==> config.mk <==
export PLATFORM = sky130hd
export DESIGN_NAME = rct_timer
export DESIGN_NICKNAME = d
export VERILOG_FILES = /design/src/rct_pkg.sv /design/src/rct_tick_if.sv /design/src/rct_time_base.sv /design/src/rct_timer.sv
export SDC_FILE = /design/constraint.sdc
export NUM_CORES = 1
export LEC_CHECK = 0
export BUFFER_PORTS_ARGS = -buffer_cell sky130_fd_sc_hd__buf_2
export CAP_MARGIN = 5
export CORE_ASPECT_RATIO = 0.6
export CORE_MARGIN = 2
export CORE_UTILIZATION = 60
export CTS_CLUSTER_DIAMETER = 80
export DETAILED_ROUTE_END_ITERATION = 8
export PLACE_DENSITY_LB_ADDON = 0.25
export REMOVE_ABC_BUFFERS = 1
export SYNTH_ARGS = -nofsm -noshare
export SYNTH_HDL_FRONTEND = slang
export SYNTH_SLANG_ARGS = --single-unit
==> constraint.sdc <==
create_clock -name ref_clk -period 8.3 [get_ports ref_clk]
set_input_delay 0.415 -clock ref_clk [delete_from_list [all_inputs] [get_ports ref_clk]]
set_output_delay 0.415 -clock ref_clk [all_outputs]
set_load 0.01 [all_outputs]
==> src/rct_pkg.sv <==
// constants, state encoding and state layouts of the repeat cycle timer
// assumes a single 25 MHz clock and byte-addressed APB register access
package rct_pkg;

  // clock and time base
  localparam int unsigned CLK_HZ        = 25_000_000;
  localparam int unsigned TICK_PERIOD_MS = 1000;
  localparam int unsigned TICK_CYCLES   = CLK_HZ / 1000 * TICK_PERIOD_MS;
  localparam int unsigned TICK_CNT_W    = 25;

  // reset contact hold time, counted in time-base ticks of one second
  localparam int unsigned RESET_HOLD_S  = 3;
  localparam logic [7:0]  RESET_HOLD_TICKS = 8'(RESET_HOLD_S);

  // register byte offsets
  localparam logic [7:0] OFS_CTRL       = 8'h00;
  localparam logic [7:0] OFS_TARGET     = 8'h04;
  localparam logic [7:0] OFS_DELAY      = 8'h08;
  localparam logic [7:0] OFS_CYCLES     = 8'h0C;
  localparam logic [7:0] OFS_CODE_ENTRY = 8'h10;
  localparam logic [7:0] OFS_CODE_STORE = 8'h14;
  localparam logic [7:0] OFS_STATUS     = 8'h18;
  localparam logic [7:0] OFS_REMAIN     = 8'h1C;

  // control field positions
  localparam int unsigned CTRL_ELAPSED  = 0;
  localparam int unsigned CTRL_OUT1_EN  = 1;
  localparam int unsigned CTRL_OUT2_EN  = 2;
  localparam int unsigned CTRL_LOCAL_EN = 3;
  localparam int unsigned CTRL_PAUSE    = 4;
  localparam int unsigned CTRL_CYCLE_EN = 5;
  localparam int unsigned CODE_EXIT_BIT = 16;

  // values after reset
  localparam logic [5:0]  CTRL_RST      = 6'h01;
  localparam logic [15:0] TARGET_RST    = 16'h0258;
  localparam logic [15:0] DELAY_RST     = 16'h0384;
  localparam logic [7:0]  CYCLES_RST    = 8'h04;
  localparam logic [15:0] CODE_RST      = 16'h0000;

  typedef enum logic [2:0] {
    ST_HALT, ST_READY, ST_RUN, ST_DELAY, ST_PAUSE, ST_DONE
  } rct_state_e;

  typedef struct packed {
    rct_state_e  state;
    logic        pausedInDelay;
    logic [15:0] mainRem;
    logic [15:0] delayRem;
    logic [7:0]  cycleCnt;
    logic [5:0]  ctrl;
    logic [15:0] targetTime;
    logic [15:0] restartDelay;
    logic [7:0]  cycleTarget;
    logic [15:0] storedCode;
    logic        menuOpen;
    logic [7:0]  holdCnt;
    logic        startPrev;
    logic        outOne;
    logic        outTwo;
    logic        resetInd;
    logic [31:0] prdata;
    logic        pready;
    logic        pslverr;
  } rct_top_s;

  typedef struct packed {
    logic [TICK_CNT_W-1:0] count;
    logic                  tick;
  } rct_tick_s;

endpackage

==> src/rct_tick_if.sv <==
// carries the one-cycle time-base tick from the tick source to the timer
// assumes both ends sit on ref_clk
`timescale 1ns/1ps
`default_nettype none
interface rct_tick_if;
  logic tick;
  modport src (output tick);
  modport snk (input  tick);
endinterface
`default_nettype wire

==> src/rct_time_base.sv <==
// time-base tick source: one pulse every TICK_CYCLES clock cycles
// assumes ref_clk is free running and rst_n is asynchronous active low
`timescale 1ns/1ps
`default_nettype none
module rct_time_base #(
  parameter int unsigned TICK_CYCLES = rct_pkg::TICK_CYCLES
) (
  input  wire logic  ref_clk,
  input  wire logic  rst_n,
  rct_tick_if.src    tickOut
);

  localparam int unsigned CNT_W = rct_pkg::TICK_CNT_W;

  rct_pkg::rct_tick_s r, rNxt;

  // divider counts down and emits the tick on wrap
  always_comb begin
    rNxt      = r;
    rNxt.tick = 1'b0;
    if (r.count == '0) begin
      rNxt.count = CNT_W'(TICK_CYCLES - 1);
      rNxt.tick  = 1'b1;
    end else begin
      rNxt.count = r.count - 1'b1;
    end
  end

  // state register
  always_ff @(posedge ref_clk or negedge rst_n) begin
    if (!rst_n) begin
      r <= '0;
    end else begin
      r <= rNxt;
    end
  end

  assign tickOut.tick = r.tick;

endmodule
`default_nettype wire

==> src/rct_timer.sv <==
// repeat cycle timer: run period, restart delay, cycle repeat, completion
// output, reset contact hold, power-restore pause, APB register slave
// assumes contact inputs are debounced and synchronous to ref_clk
`timescale 1ns/1ps
`default_nettype none
module rct_timer #(
  parameter int unsigned TICK_CYCLES = rct_pkg::TICK_CYCLES
) (
  input  wire logic        ref_clk,
  input  wire logic        rst_n,
  input  wire logic        psel,
  input  wire logic        penable,
  input  wire logic        pwrite,
  input  wire logic [7:0]  paddr,
  input  wire logic [31:0] pwdata,
  output logic      [31:0] prdata,
  output logic             pready,
  output logic             pslverr,
  input  wire logic        startIn,
  input  wire logic        stopIn,
  input  wire logic        resetIn,
  input  wire logic        localResetCombo,
  input  wire logic        powerRestored,
  output logic             controlOutputOne,
  output logic             controlOutputTwo,
  output logic             resetIndicator
);

  rct_pkg::rct_top_s r, rNxt;
  rct_tick_if        tickBus ();

  // internal time base
  rct_time_base #(
    .TICK_CYCLES (TICK_CYCLES)
  ) timeBase (
    .ref_clk (ref_clk),
    .rst_n   (rst_n),
    .tickOut (tickBus)
  );

  // read data mux, shared by answer and decode check
  function automatic logic [32:0] readWord(
    input rct_pkg::rct_top_s s,
    input logic [7:0]        a
  );
    logic [32:0] w;
    w = {1'b1, 32'h0000_0000};
    unique case (a)
      rct_pkg::OFS_CTRL:       w = {1'b1, 26'h0, s.ctrl};
      rct_pkg::OFS_TARGET:     w = {1'b1, 16'h0, s.targetTime};
      rct_pkg::OFS_DELAY:      w = {1'b1, 16'h0, s.restartDelay};
      rct_pkg::OFS_CYCLES:     w = {1'b1, 24'h0, s.cycleTarget};
      rct_pkg::OFS_CODE_ENTRY: w = {1'b1, 32'h0000_0000};
      rct_pkg::OFS_CODE_STORE: w = {1'b1, 32'h0000_0000};
      rct_pkg::OFS_STATUS:     w = {1'b1, 16'h0, s.cycleCnt, s.resetInd,
                                    s.outTwo, s.outOne, s.menuOpen,
                                    1'b0, s.state};
      rct_pkg::OFS_REMAIN:     w = {1'b1, s.delayRem, s.mainRem};
      default:                 w = {1'b0, 32'h0000_0000};
    endcase
    return w;
  endfunction

  logic        tick;
  logic        apbWrite;
  logic        startEdge;
  logic        resetActive;
  logic        elapsedFn;
  logic        cycleEn;
  logic [7:0]  effTarget;
  logic [32:0] rdWord;

  assign tick      = tickBus.tick;
  assign apbWrite  = psel & penable & pwrite & r.pready;
  assign startEdge = startIn & ~r.startPrev;
  assign elapsedFn = r.ctrl[rct_pkg::CTRL_ELAPSED];
  assign cycleEn   = r.ctrl[rct_pkg::CTRL_CYCLE_EN];
  // local button reset counts only when enabled
  assign resetActive = resetIn |
                       (localResetCombo & r.ctrl[rct_pkg::CTRL_LOCAL_EN]);
  // a zero target or a disabled repeat means a single cycle
  assign effTarget = (cycleEn && r.cycleTarget != 8'h00) ?
                     r.cycleTarget : 8'h01;
  assign rdWord    = readWord(r, paddr);

  // timer sequence, contacts, reset hold and register writes
  always_comb begin
    rNxt           = r;
    rNxt.startPrev = startIn;

    // time-base driven count-down
    if (tick) begin
      unique case (r.state)
        rct_pkg::ST_RUN: begin
          if (r.mainRem > 16'h0001) begin
            rNxt.mainRem = r.mainRem - 16'h0001;
          end else begin
            rNxt.mainRem  = 16'h0000;
            rNxt.cycleCnt = r.cycleCnt + 8'h01;
            if (r.cycleCnt + 8'h01 >= effTarget) begin
              rNxt.state = rct_pkg::ST_DONE;
            end else begin
              rNxt.state    = rct_pkg::ST_DELAY;
              rNxt.delayRem = r.restartDelay;
            end
          end
        end
        rct_pkg::ST_DELAY: begin
          if (r.delayRem > 16'h0001) begin
            rNxt.delayRem = r.delayRem - 16'h0001;
          end else begin
            rNxt.delayRem = 16'h0000;
            rNxt.state    = rct_pkg::ST_RUN;
            rNxt.mainRem  = r.targetTime;
          end
        end
        default: begin
        end
      endcase
    end

    // start: only from ready after reset or to resume a pause, nonzero set time, elapsed function
    if (startEdge && elapsedFn && r.targetTime != 16'h0000) begin
      if (r.state == rct_pkg::ST_READY) begin
        rNxt.state   = rct_pkg::ST_RUN;
        rNxt.mainRem = r.targetTime;
      end else if (r.state == rct_pkg::ST_PAUSE) begin
        rNxt.state = r.pausedInDelay ? rct_pkg::ST_DELAY
                                     : rct_pkg::ST_RUN;
      end
    end

    // stop contact pauses a running sequence where this cycle's tick left it
    if (stopIn && (rNxt.state == rct_pkg::ST_RUN ||
                   rNxt.state == rct_pkg::ST_DELAY)) begin
      rNxt.pausedInDelay = (rNxt.state == rct_pkg::ST_DELAY);
      rNxt.state         = rct_pkg::ST_PAUSE;
    end

    // reset contact must be held for the full hold time
    if (!resetActive) begin
      rNxt.holdCnt  = 8'h00;
      rNxt.resetInd = 1'b0;
    end else begin
      rNxt.resetInd = 1'b1;
      if (tick && r.holdCnt < rct_pkg::RESET_HOLD_TICKS) begin
        rNxt.holdCnt = r.holdCnt + 8'h01;
        if (r.holdCnt + 8'h01 == rct_pkg::RESET_HOLD_TICKS) begin
          // reset arms the timer; done state and output two are cleared
          rNxt.state    = elapsedFn ? rct_pkg::ST_READY
                                    : rct_pkg::ST_HALT;
          rNxt.mainRem  = r.targetTime;
          rNxt.delayRem = 16'h0000;
          rNxt.cycleCnt = 8'h00;
        end
      end
    end

    // register writes; settings need the menu to be open
    if (apbWrite) begin
      unique case (paddr)
        rct_pkg::OFS_CODE_ENTRY: begin
          if (pwdata[rct_pkg::CODE_EXIT_BIT]) begin
            rNxt.menuOpen = 1'b0;
          end else if (pwdata[15:0] == r.storedCode) begin
            rNxt.menuOpen = 1'b1;
          end
        end
        rct_pkg::OFS_CODE_STORE: begin
          if (r.menuOpen) begin
            rNxt.storedCode = pwdata[15:0];
          end
        end
        rct_pkg::OFS_CTRL: begin
          if (r.menuOpen) begin
            rNxt.ctrl     = pwdata[5:0];
            rNxt.state    = rct_pkg::ST_HALT;
            rNxt.mainRem  = 16'h0000;
            rNxt.delayRem = 16'h0000;
          end
        end
        rct_pkg::OFS_CYCLES: begin
          if (r.menuOpen) begin
            rNxt.cycleTarget = pwdata[7:0];
            rNxt.state       = rct_pkg::ST_HALT;
            rNxt.mainRem     = 16'h0000;
            rNxt.delayRem    = 16'h0000;
          end
        end
        rct_pkg::OFS_TARGET: begin
          if (r.menuOpen) begin
            rNxt.targetTime = pwdata[15:0];
          end
        end
        rct_pkg::OFS_DELAY: begin
          if (r.menuOpen) begin
            rNxt.restartDelay = pwdata[15:0];
          end
        end
        default: begin
        end
      endcase
    end

    // power return: pause keeps position after any tick, else fail-safe idle
    if (powerRestored && (rNxt.state == rct_pkg::ST_RUN ||
                          rNxt.state == rct_pkg::ST_DELAY)) begin
      if (r.ctrl[rct_pkg::CTRL_PAUSE]) begin
        rNxt.pausedInDelay = (rNxt.state == rct_pkg::ST_DELAY);
        rNxt.state         = rct_pkg::ST_PAUSE;
      end else begin
        rNxt.state = rct_pkg::ST_HALT;
      end
    end

    // clock function suspends the timer entirely
    if (!rNxt.ctrl[rct_pkg::CTRL_ELAPSED]) begin
      rNxt.state = rct_pkg::ST_HALT;
    end

    // outputs follow the next state, gated by their enables
    rNxt.outOne = rNxt.ctrl[rct_pkg::CTRL_OUT1_EN] &
                  (rNxt.state == rct_pkg::ST_RUN);
    rNxt.outTwo = rNxt.ctrl[rct_pkg::CTRL_OUT2_EN] &
                  (rNxt.state == rct_pkg::ST_DONE);

    // apb answer one cycle into the access phase
    rNxt.pready  = psel & penable & ~r.pready;
    rNxt.pslverr = psel & penable & ~r.pready & ~rdWord[32];
    if (psel && penable && !r.pready && !pwrite) begin
      rNxt.prdata = rdWord[31:0];
    end else begin
      rNxt.prdata = 32'h0000_0000;
    end
  end

  // state register
  always_ff @(posedge ref_clk or negedge rst_n) begin
    if (!rst_n) begin
      r              <= '0;
      r.state        <= rct_pkg::ST_HALT;
      r.ctrl         <= rct_pkg::CTRL_RST;
      r.targetTime   <= rct_pkg::TARGET_RST;
      r.restartDelay <= rct_pkg::DELAY_RST;
      r.cycleTarget  <= rct_pkg::CYCLES_RST;
      r.storedCode   <= rct_pkg::CODE_RST;
    end else begin
      r <= rNxt;
    end
  end

  // ports straight from the state register
  assign prdata           = r.prdata;
  assign pready           = r.pready;
  assign pslverr          = r.pslverr;
  assign controlOutputOne = r.outOne;
  assign controlOutputTwo = r.outTwo;
  assign resetIndicator   = r.resetInd;

endmodule
`default_nettype wire

# --- Word level (Yosys, flattened, before mapping) ---
# Cells that the tools add are included.
totals:
  register_bits: 179
  output_inout_bits: 37
classes:
  n_addsub: 5
  order_cmp: 4
  eq_ne: 20
  muxes: 59
  bitwise_logic: 13
  reduce_logical: 26
ops:
  columns: ["cell", "count"]
  rows:
  - ["$pmux 33 s7", 1]
  - ["$mux 16", 12]
  - ["$mux 40", 4]
  - ["$mux 32", 4]
  - ["$pmux 32 s2", 1]
  - ["$mux 60", 1]
  - ["$mux 3", 17]
  - ["$mux 8", 6]
  - ["$eq 8x5->1 const B", 4]
  - ["$gt 16x1->1 const B", 2]
  - ["$sub 16x1->16 const B", 2]
  - ["$logic_not 25->1", 1]
  - ["$mux 25", 1]
  - ["$sub 25x1->25 const B", 1]
  - ["$mux 24", 1]
  - ["$eq 3x2->1 const B", 7]
  - ["$reduce_and 3->1", 6]
  - ["$add 8x1->8 const B", 2]
  - ["$eq 16x16->1", 1]
  - ["$eq 8x4->1 const B", 2]
  - ["$reduce_bool 16->1", 1]
  - ["$and 1x1->1", 9]
  - ["$logic_and 1x1->1", 9]
  - ["$eq 8x2->1 const B", 1]
  - ["other kinds (17)", 31]

# --- Logic depth before layout (Yosys ltp) ---
# Gate-level depths: netlist (run 1).
depth:
  depth_word: 28
  mapped_depth: 14
  depth_no_buf: 13

# --- Cells and area by module ---
# Synthesis (run 1) repeated with hierarchy kept, for this count alone.
hier_totals:
  hier_cells: 944
  area_unflattened_um2: 9536.6
modules_own_cells:
  columns: ["mod", "n_inst", "cells_per_inst", "area_each_um2", "seq_area_each_um2"]
  rows:
  - ["rct_timer", 1, 828, 8293.0, 3841.2]
  - ["rct_time_base", 1, 116, 1243.7, 650.6]

# --- Least setup slack after synthesis (run 1) ---
# Ideal clock, no wire load.
synth_timing:
  path_type: "register -> register"
  from: "reg r[111] (netlist name)"
  to: "reg r[132] (netlist name)"
  setup_time_ps: 137
  arrival_ps: 2976
  t_required_ps: 8163
  slack_ps: 5187
  stages_incl_launch_ff: 15
  n_path_buf: 2
  synth_period_minus_slack_ps: 3113
  cell_sequence: "dfrtp_1 -> nand3_1 -> nor2_1 -> and3_1 -> xor2_1 -> ha_1 -> a21oi_1 -> o21ai_0 -> a31oi_1 -> and4_1 -> clkbuf_1 -> buf_2 -> mux2_2 -> nand2_1 -> a31oi_1"
synth_rtl:
  columns: ["element", "line", "rtl"]
  rows:
  - ["start: declaration", "rct_timer.sv:29", "rct_pkg::rct_top_s r, rNxt;"]
  - ["start signal: assignment", "rct_timer.sv:248", "r <= rNxt;"]

==> results of run 1 <==
-- final cells by class --
cell class                      instances  share of cell area
Clock buffer                           17              0.0414
Clock inverter                         15              0.0163
Inverter                               16             0.00585
Multi-Input combinational cell        658               0.434
Sequential cell                       179               0.437
Tap cell                              203              0.0247
Timing Repair Buffer                   78              0.0403
-- metrics by stage --
stage          area [sq um]  instances  setup slack, ps  total power [mW]
2_1_floorplan          9000        853             5120             0.951
3_3_place_gp           9680       1134             4430             0.998
3_5_place_dp           9680       1134             4350              1.00
4_1_cts               10300       1166             4350              1.80
5_1_grt               10300       1166             4070              1.85
6_report              10300       1166             4310              1.79
-- Yosys cell counts (all sizes together) (3+ instances only) --
library cell  number  share of area
dfstp             10          0.028
nor4b              5         0.0053
and2              14         0.0093
a211oi             6         0.0048
o211a              5         0.0053
nor4              19          0.014
o21ai             47          0.025
a31oi             11         0.0073
nor3b              5         0.0040
clkbuf            34          0.014
o2bb2ai            7         0.0065
inv               16         0.0064
nand2             60          0.024
o21bai             4         0.0032
a22oi             42          0.034
a21oi             48          0.026
or4                9         0.0076
o221a              3         0.0036
xor2              16          0.015
xnor2             34          0.032
mux2i             14          0.015
nand3b             4         0.0032
nand4              8         0.0053
nand2b             7         0.0047
a221oi             3         0.0028
dfrtp            169           0.45
nor2b              3         0.0020
or3               12         0.0085
buf               38          0.029
nor3              29          0.017
o211ai             5         0.0040
ha                16          0.021
mux2              67          0.080
nand3             12         0.0064
and3              18          0.012
nor2              93          0.037
or2                5         0.0033
-- cell families (layout without fill, tap and decap cells) --
group | count (synthesis) | after routing
AOI/OAI and AO/OA | 201 | 201
xor gates and xnor gates | 50 | 50
adders and majority gates | 16 | 16
buffers and inverters | 88 | 126
DFF | 179 | 179
muxes | 81 | 81
and+or+nand+nor | 310 | 310
-- worst max-delay path: cells and delay by family (launching register included) --
kind            cells  cell delay, ps
mux                 1             410
flops               1             460
compound gates      4             900
fa+ha+maj           1             260
simple gates        5            1620
xor+xnor            1             180
-- power breakdown --
part / leakage (nW) / internal [mW] / switching [mW]
logic: 2.01 / 0.0378 / 0.0635
registers: 2.31 / 0.876 / 0.00633
clock network: 0.282 / 0.427 / 0.378
total: 4.59 / 1.34 / 0.448
-- per-layer routing --
metal	vias to the layer above	track usage	part of all wire
met5	-	0	0
met1	3646	0.479	0.45
li1	3380	-	-
met3	39	0.0934	0.13
met2	428	0.429	0.41
met4	0	0.0776	0.015
-- path summary, 6_finish.rpt --
| path | from | endpoint | slack, ps | cells past startpoint |
|---|---|---|---|---|
| setup reg to reg | r[109] | r[126] | 4310 | 12 |
| max in group asynchronous | rst_n | prdata[6] | 6750 | 2 |
| min in group ref_clk | startIn | r[37] | 100 | 1 |
| hold / removal | rst_n | timeBase.r[2] | 60 | 1 |
| setup / recovery | r[109] | r[126] | 4310 | 12 |
| hold reg to reg | timeBase.r[21] | timeBase.r[21] | 480 | 1 |
-- layout by cell type (no fill, tap or decap), types with 18 or more instances in the layout --
cell type,Yosys,routed
a21oi_1,48,48
a22oi_1,42,42
and3_1,18,18
buf_2,6,70
dfrtp_1,169,169
mux2_2,67,67
nand2_1,60,60
nor2_1,93,92
nor3_1,27,26
nor4_1,18,18
o21ai_0,46,46
xnor2_1,34,34
==> flow_metrics.env, run 1 <==
export IMPL_status="completed"
export IMPL_wl_um=25000
export IMPL_fillers=1206
export IMPL_worstPathArrival_ps=4280
export IMPL_cts_sinks=179
export IMPL_async_flop_share=1.00
export IMPL_whs_ps=55.7
export IMPL_postCtsHoldBufs=0
export IMPL_top_register="r"
export IMPL_cp_max_fo=17
export IMPL_fin_crit_ps=3990
export IMPL_grt_pass1_wl_um=40200
export IMPL_drv_slew=0
export IMPL_first_iter_violations=940
export IMPL_yosysUniqueCellTypes=67
export IMPL_io_pin_count=87
export IMPL_multi_input_area_sq_um=4460
export IMPL_peakVddDrop_mv=0.117
export IMPL_antenna_found_initial=1
export IMPL_fmax_ghz=0.251
export IMPL_drt_pass1_iter_count=6
export IMPL_initial_core_util=0.613
export IMPL_antenna_left=0
export IMPL_synth_xor_area_frac=0.0466
export IMPL_dp_hpwl_um=17800
export IMPL_die_w_um=166
export IMPL_crit_path_start_kind="register"
export IMPL_syn_inst=925
export IMPL_endpoint_kind="register"
export IMPL_worstMarginPinSlew_ps=1230
export IMPL_final_core_util=0.670
export IMPL_worstPathCellList="nand3_1, nor2_1, and3_1, xor2_1, ha_1, a21oi_1, o21ai_0, a31oi_1, and4_1, mux2_2, a221oi_1, nor3_1"
export IMPL_die_h_um=101
export IMPL_leakage_nw=4.59
export IMPL_gp_congestion=0.980
export IMPL_setup_violations_final=0
export IMPL_synth_fa_ha_area_frac=0.0213
export IMPL_hold_viol=0
export IMPL_post_drt_wl_per_cell_um=21.5
export IMPL_hp_class="input pin to async pin"
export IMPL_cpMaxStageDelayCell="and4_1"
export IMPL_cts_tree="done"
export IMPL_diodes=0
export IMPL_cts_htree_levels=4
export IMPL_path_clk_slew_ps=70
export IMPL_largest_reg_flops=114
export IMPL_yosys_warnings=0
export IMPL_relSlewSlack=0.177
export IMPL_clk_latency_ps=440
export IMPL_clk_path_buf_depth=2
export IMPL_synthesis_area_sq_um=9400
export IMPL_vias_per_cell=6.43
export IMPL_rsz0062_at_grt="false"
export IMPL_grt_overflow=0
export IMPL_register_area_sq_um=4490
export IMPL_criticalPathCategory="register to register"
export IMPL_ys_ff_latch=179
export IMPL_grt_max_degree=103
export IMPL_syn_avg_cell_area_sq_um=10.2
export IMPL_yosys_area_share_simple=0.170
export IMPL_finalNetCount=1016
export IMPL_skew_ps=12.7
export IMPL_cts_resized=0
export IMPL_ys_seq_area_frac=0.478
export IMPL_core_area_sq_um=15300
export IMPL_cts_setup_buffers=0
export IMPL_setup_tns_ps=0
export IMPL_cpPeakStageDelay_ps=840
export IMPL_vias=7493
export IMPL_period_share=0.481
export IMPL_synth_mux_area_frac=0.0951
export IMPL_synth_compound_area_frac=0.140
export IMPL_p_per_area_nw_per_um2=174
export IMPL_cp_required_ps=8590
export IMPL_synthFlopType="dfrtp_1"
export IMPL_synth_top_family_by_area="simple AND/OR/NAND/NOR gates"
export IMPL_area_growth_syn_to_layout_pct=9.26
export IMPL_first_global_vias=7221
export IMPL_cts_root_buffer="clkbuf_16"
export IMPL_synth_edf_count=0
export IMPL_drv_cap=0
export IMPL_drc_errors=0
export IMPL_grt_total_usage=0.312
export IMPL_num_rows=35
export IMPL_numCtsBuffers=17
export IMPL_drive_gt1_frac=0.212
export IMPL_port_buffers=71
export IMPL_die_area_sq_um=16700
Power figures use the tool's default switching activity.
==> inputs of run 2 (changes only) <==
--- a/config.mk
+++ b/config.mk
@@ -5,11 +5,12 @@
 export SDC_FILE = /design/constraint.sdc
 export NUM_CORES = 1
 export LEC_CHECK = 0
+export ABC_AREA = 1
 export BUFFER_PORTS_ARGS = -buffer_cell sky130_fd_sc_hd__buf_2
 export CAP_MARGIN = 5
 export CORE_ASPECT_RATIO = 0.6
 export CORE_MARGIN = 2
-export CORE_UTILIZATION = 60
+export CORE_UTILIZATION = 54
 export CTS_CLUSTER_DIAMETER = 80
 export DETAILED_ROUTE_END_ITERATION = 8
 export PLACE_DENSITY_LB_ADDON = 0.25
==> constraint.sdc (replaced) <==
create_clock -name ref_clk -period 3.23 [get_ports ref_clk]
set_input_delay 0.1615 -clock ref_clk [delete_from_list [all_inputs] [get_ports ref_clk]]
set_output_delay 0.1615 -clock ref_clk [all_outputs]
set_load 0.01 [all_outputs]
==> flow_metrics.env, run 2 <==
export IMPL_critPathTopFamily="simple AND/OR/NAND/NOR gates"
export IMPL_crit_path_start_kind="register"
export IMPL_antenna_left=0
export IMPL_numCtsBuffers=17
export IMPL_die_h_um=107
export IMPL_async_flop_share=1.00
export IMPL_leakage_nw=5.09
export IMPL_power_frac_comb=0.086
export IMPL_relSlewSlack=0.233
export IMPL_cp_max_fo=8
export IMPL_num_rows=37
export IMPL_diodes=0
export IMPL_yosysUniqueCellTypes=50
export IMPL_area_growth_syn_to_layout_pct=11.2
export IMPL_cts_htree_levels=4
export IMPL_die_area_sq_um=19000
export IMPL_peakVddDrop_mv=0.354
export IMPL_yosys_warnings=0
export IMPL_first_iter_violations=953
export IMPL_criticalPathCategory="register to register"
export IMPL_cts_tree="done"
export IMPL_port_buffers=71
export IMPL_drv_cap=0
export IMPL_synth_common_cells="nand2_1 (252), dfrtp_1 (169), inv_1 (129)"
export IMPL_vias_per_cell=5.66
export IMPL_endpoint_kind="register"
export IMPL_dp_cells=1445
export IMPL_drv_slew=0
export IMPL_final_cell_area_sq_um=10700
export IMPL_internal_power_mw=3.44
export IMPL_synth_largest_area_cell="dfrtp_1"
export IMPL_drive_gt1_frac=0.143
export IMPL_fin_cells=1482
export IMPL_rsz0062_at_grt="false"
export IMPL_yosysMostFrequentCell="nand2_1"
export IMPL_crit_cells=20
export IMPL_hp_class="input pin to register"
export IMPL_cpPeakStageDelay_ps=550
export IMPL_clk_latency_ps=440
export IMPL_final_cell_mix="nand2_1 (252), dfrtp_1 (169), inv_1 (129), o21ai_0 (102), nor2_1 (100)"
export IMPL_dpl_instance_area_sq_um=10100
export IMPL_timing_rr_start="r[68]"
export IMPL_wl_um=26600
export IMPL_worstPathCellList="nor4_1, a21oi_2, nand2_1, ha_1, nand2_1, inv_1, nand2_1, nand2_1, nand2_1, nand2_1, nand2_2, nand2_2, nand2_4, nand2_4, nor2_1, nand3_2, nand2_1, clkinv_1, nand2_1, nor2_2"
export IMPL_cts_sinks=179
export IMPL_min_from="psel"
export IMPL_post_drt_wl_per_cell_um=18.0
export IMPL_hold_viol=0
export IMPL_synth_top_area_share=0.439
export IMPL_skew_ps=13.7
export IMPL_syn_avg_cell_area_sq_um=8.14
export IMPL_pre_cts_ws_ps=249
export IMPL_setup_violations_final=0
export IMPL_status="completed"
export IMPL_die_w_um=176
export IMPL_io_pin_count=87
export IMPL_grt_total_usage=0.293
export IMPL_clk_path_buf_depth=2
export IMPL_vias=8391
export IMPL_fillers=1548
export IMPL_synthesis_area_sq_um=9630
export IMPL_r2r_slack_ps=180
export IMPL_synth_edf_count=0
export IMPL_drc_errors=0
export IMPL_initial_core_util=0.556
export IMPL_grt_overflow=0
export IMPL_top_register="r"
export IMPL_worstPathArrival_ps=3380
export IMPL_final_core_util=0.619
export IMPL_gp_congestion=0.927
export IMPL_fin_crit_ps=3050
export IMPL_fin_ws_ps=182
export IMPL_dp_hpwl_um=19800
export IMPL_whs_path_depth=3
export IMPL_first_global_vias=7688
export IMPL_cts_setup_buffers=0
export IMPL_ys_top_cells_by_area="dfrtp_1 (44%), nand2_1 (9.8%), o21ai_0 (5.3%), inv_1 (5.0%), nor2_1 (3.9%)"
export IMPL_r2r_end="controlOutputTwo"
export IMPL_drt_pass1_iter_count=5
export IMPL_cts_root_buffer="clkbuf_16"
export IMPL_cpMaxStageDelayCell="nor4_1"
export IMPL_grt_max_degree=78
export IMPL_layout_commonest_cell="nand2_1"
export IMPL_ys_seq_area_frac=0.466
export IMPL_crit_buf_inv=2
export IMPL_grt_pass1_wl_um=42200
export IMPL_fmax_ghz=0.328
export IMPL_hold_path_end="pready"
export IMPL_cp_required_ps=3560
export IMPL_worstMarginPinSlew_ps=1150
export IMPL_power_frac_seq=0.485
export IMPL_power_frac_clock=0.429
export IMPL_finalNetCount=1301
export IMPL_antenna_found_initial=0
export IMPL_period_share=0.944
export IMPL_power_mw=4.75
export IMPL_core_area_sq_um=17300
export IMPL_syn_inst=1184
export IMPL_setup_tns_ps=0
export IMPL_p_per_area_nw_per_um2=443
export IMPL_largest_reg_flops=114
export IMPL_whs_ps=19.5
export IMPL_critical_path_most_common_cell="nand2_1"
export IMPL_synthFlopType="dfrtp_1"
export IMPL_ys_ff_latch=179
export IMPL_ff2ff_path_depth=20
export IMPL_swShare=0.277
export IMPL_path_clk_slew_ps=80
export IMPL_p_sw_mw=1.31
## run 2: cell types whose count changed after synthesis, sizes merged, moves of 17 or more
cell | before | now
a21oi | 48 | 73
a22oi | 42 | 3
and3 | 18 | 0
inv | 16 | 135
mux2 | 67 | 0
nand2 | 60 | 267
nand3 | 12 | 44
nor2 | 93 | 110
o21ai | 47 | 123
## run 2: metal layers
metal,part of all wire,global-route usage,wire (um)
met5,0,0,0
met4,0.016,0.0643,422
met3,0.11,0.0982,2960
met2,0.40,0.394,10500
met1,0.48,0.453,12700
## run 2: worst max path at each step
stage	start	to	slack, ps
after floorplan	r[65]	r[123]	280
final	r[68]	controlOutputTwo	180
after detailed placement	r[65]	controlOutputTwo	250
after global placement	r[65]	controlOutputTwo	250
after CTS	r[65]	controlOutputTwo	200
after global routing	r[111]	r[123]	60
## run 2: worst reg2reg max path, cell delays in order (launching register included)
cell and delay, ps:
dfrtp_1 450, nor4_1 560, a21oi_2 240, nand2_1 190
ha_1 260, nand2_1 70, inv_1 30, nand2_1 50
nand2_1 50, nand2_1 100, nand2_1 80, nand2_2 100
nand2_2 80, nand2_4 100, nand2_4 70, nor2_1 140
nand3_2 120, nand2_1 90, clkinv_1 60, nand2_1 70
nor2_2 30
## run 2: what timing repair did
item / 4_1_cts / 5_1_grt
endpoints found under the setup margin: 0 / 3
resized for setup: 0 / 2
hold endpoints to repair: 75 / 0
hold buffers: 5 / 0
## run 2: final cells by class
type | count | area (sq um) | area share
well taps | 234 | 293 | 0.0273
clock buffers | 18 | 439 | 0.0410
multi-input cells | 806 | 4280 | 0.399
inverters | 138 | 518 | 0.0483
flip-flops and latches | 179 | 4490 | 0.419
repair buffers | 93 | 552 | 0.0515
clock inverters | 14 | 141 | 0.0132
## run 2: power by group through the flow
| stage | Sequential (mW) | Combinational [mW] | Clock [mW] |
|---|---|---|---|
| final | 2.30 | 0.410 | 2.04 |
| after global routing | 2.31 | 0.456 | 2.17 |
| after CTS | 2.30 | 0.403 | 2.06 |
| after detailed placement | 2.35 | 0.395 | 0 |
| after global placement | 2.35 | 0.387 | 0 |
| after floorplan | 2.34 | 0.241 | 0 |
## run 2: cells by family after synthesis
logic type | count (synthesis) | share of synthesized area
AND/OR/NAND/NOR | 488 | 0.232
AO/OA/AOI/OAI | 254 | 0.147
buffers and inverters | 199 | 0.0906
flip-flops | 179 | 0.466
XOR/XNOR | 48 | 0.0436
adder cells (fa/ha/maj) | 16 | 0.0208
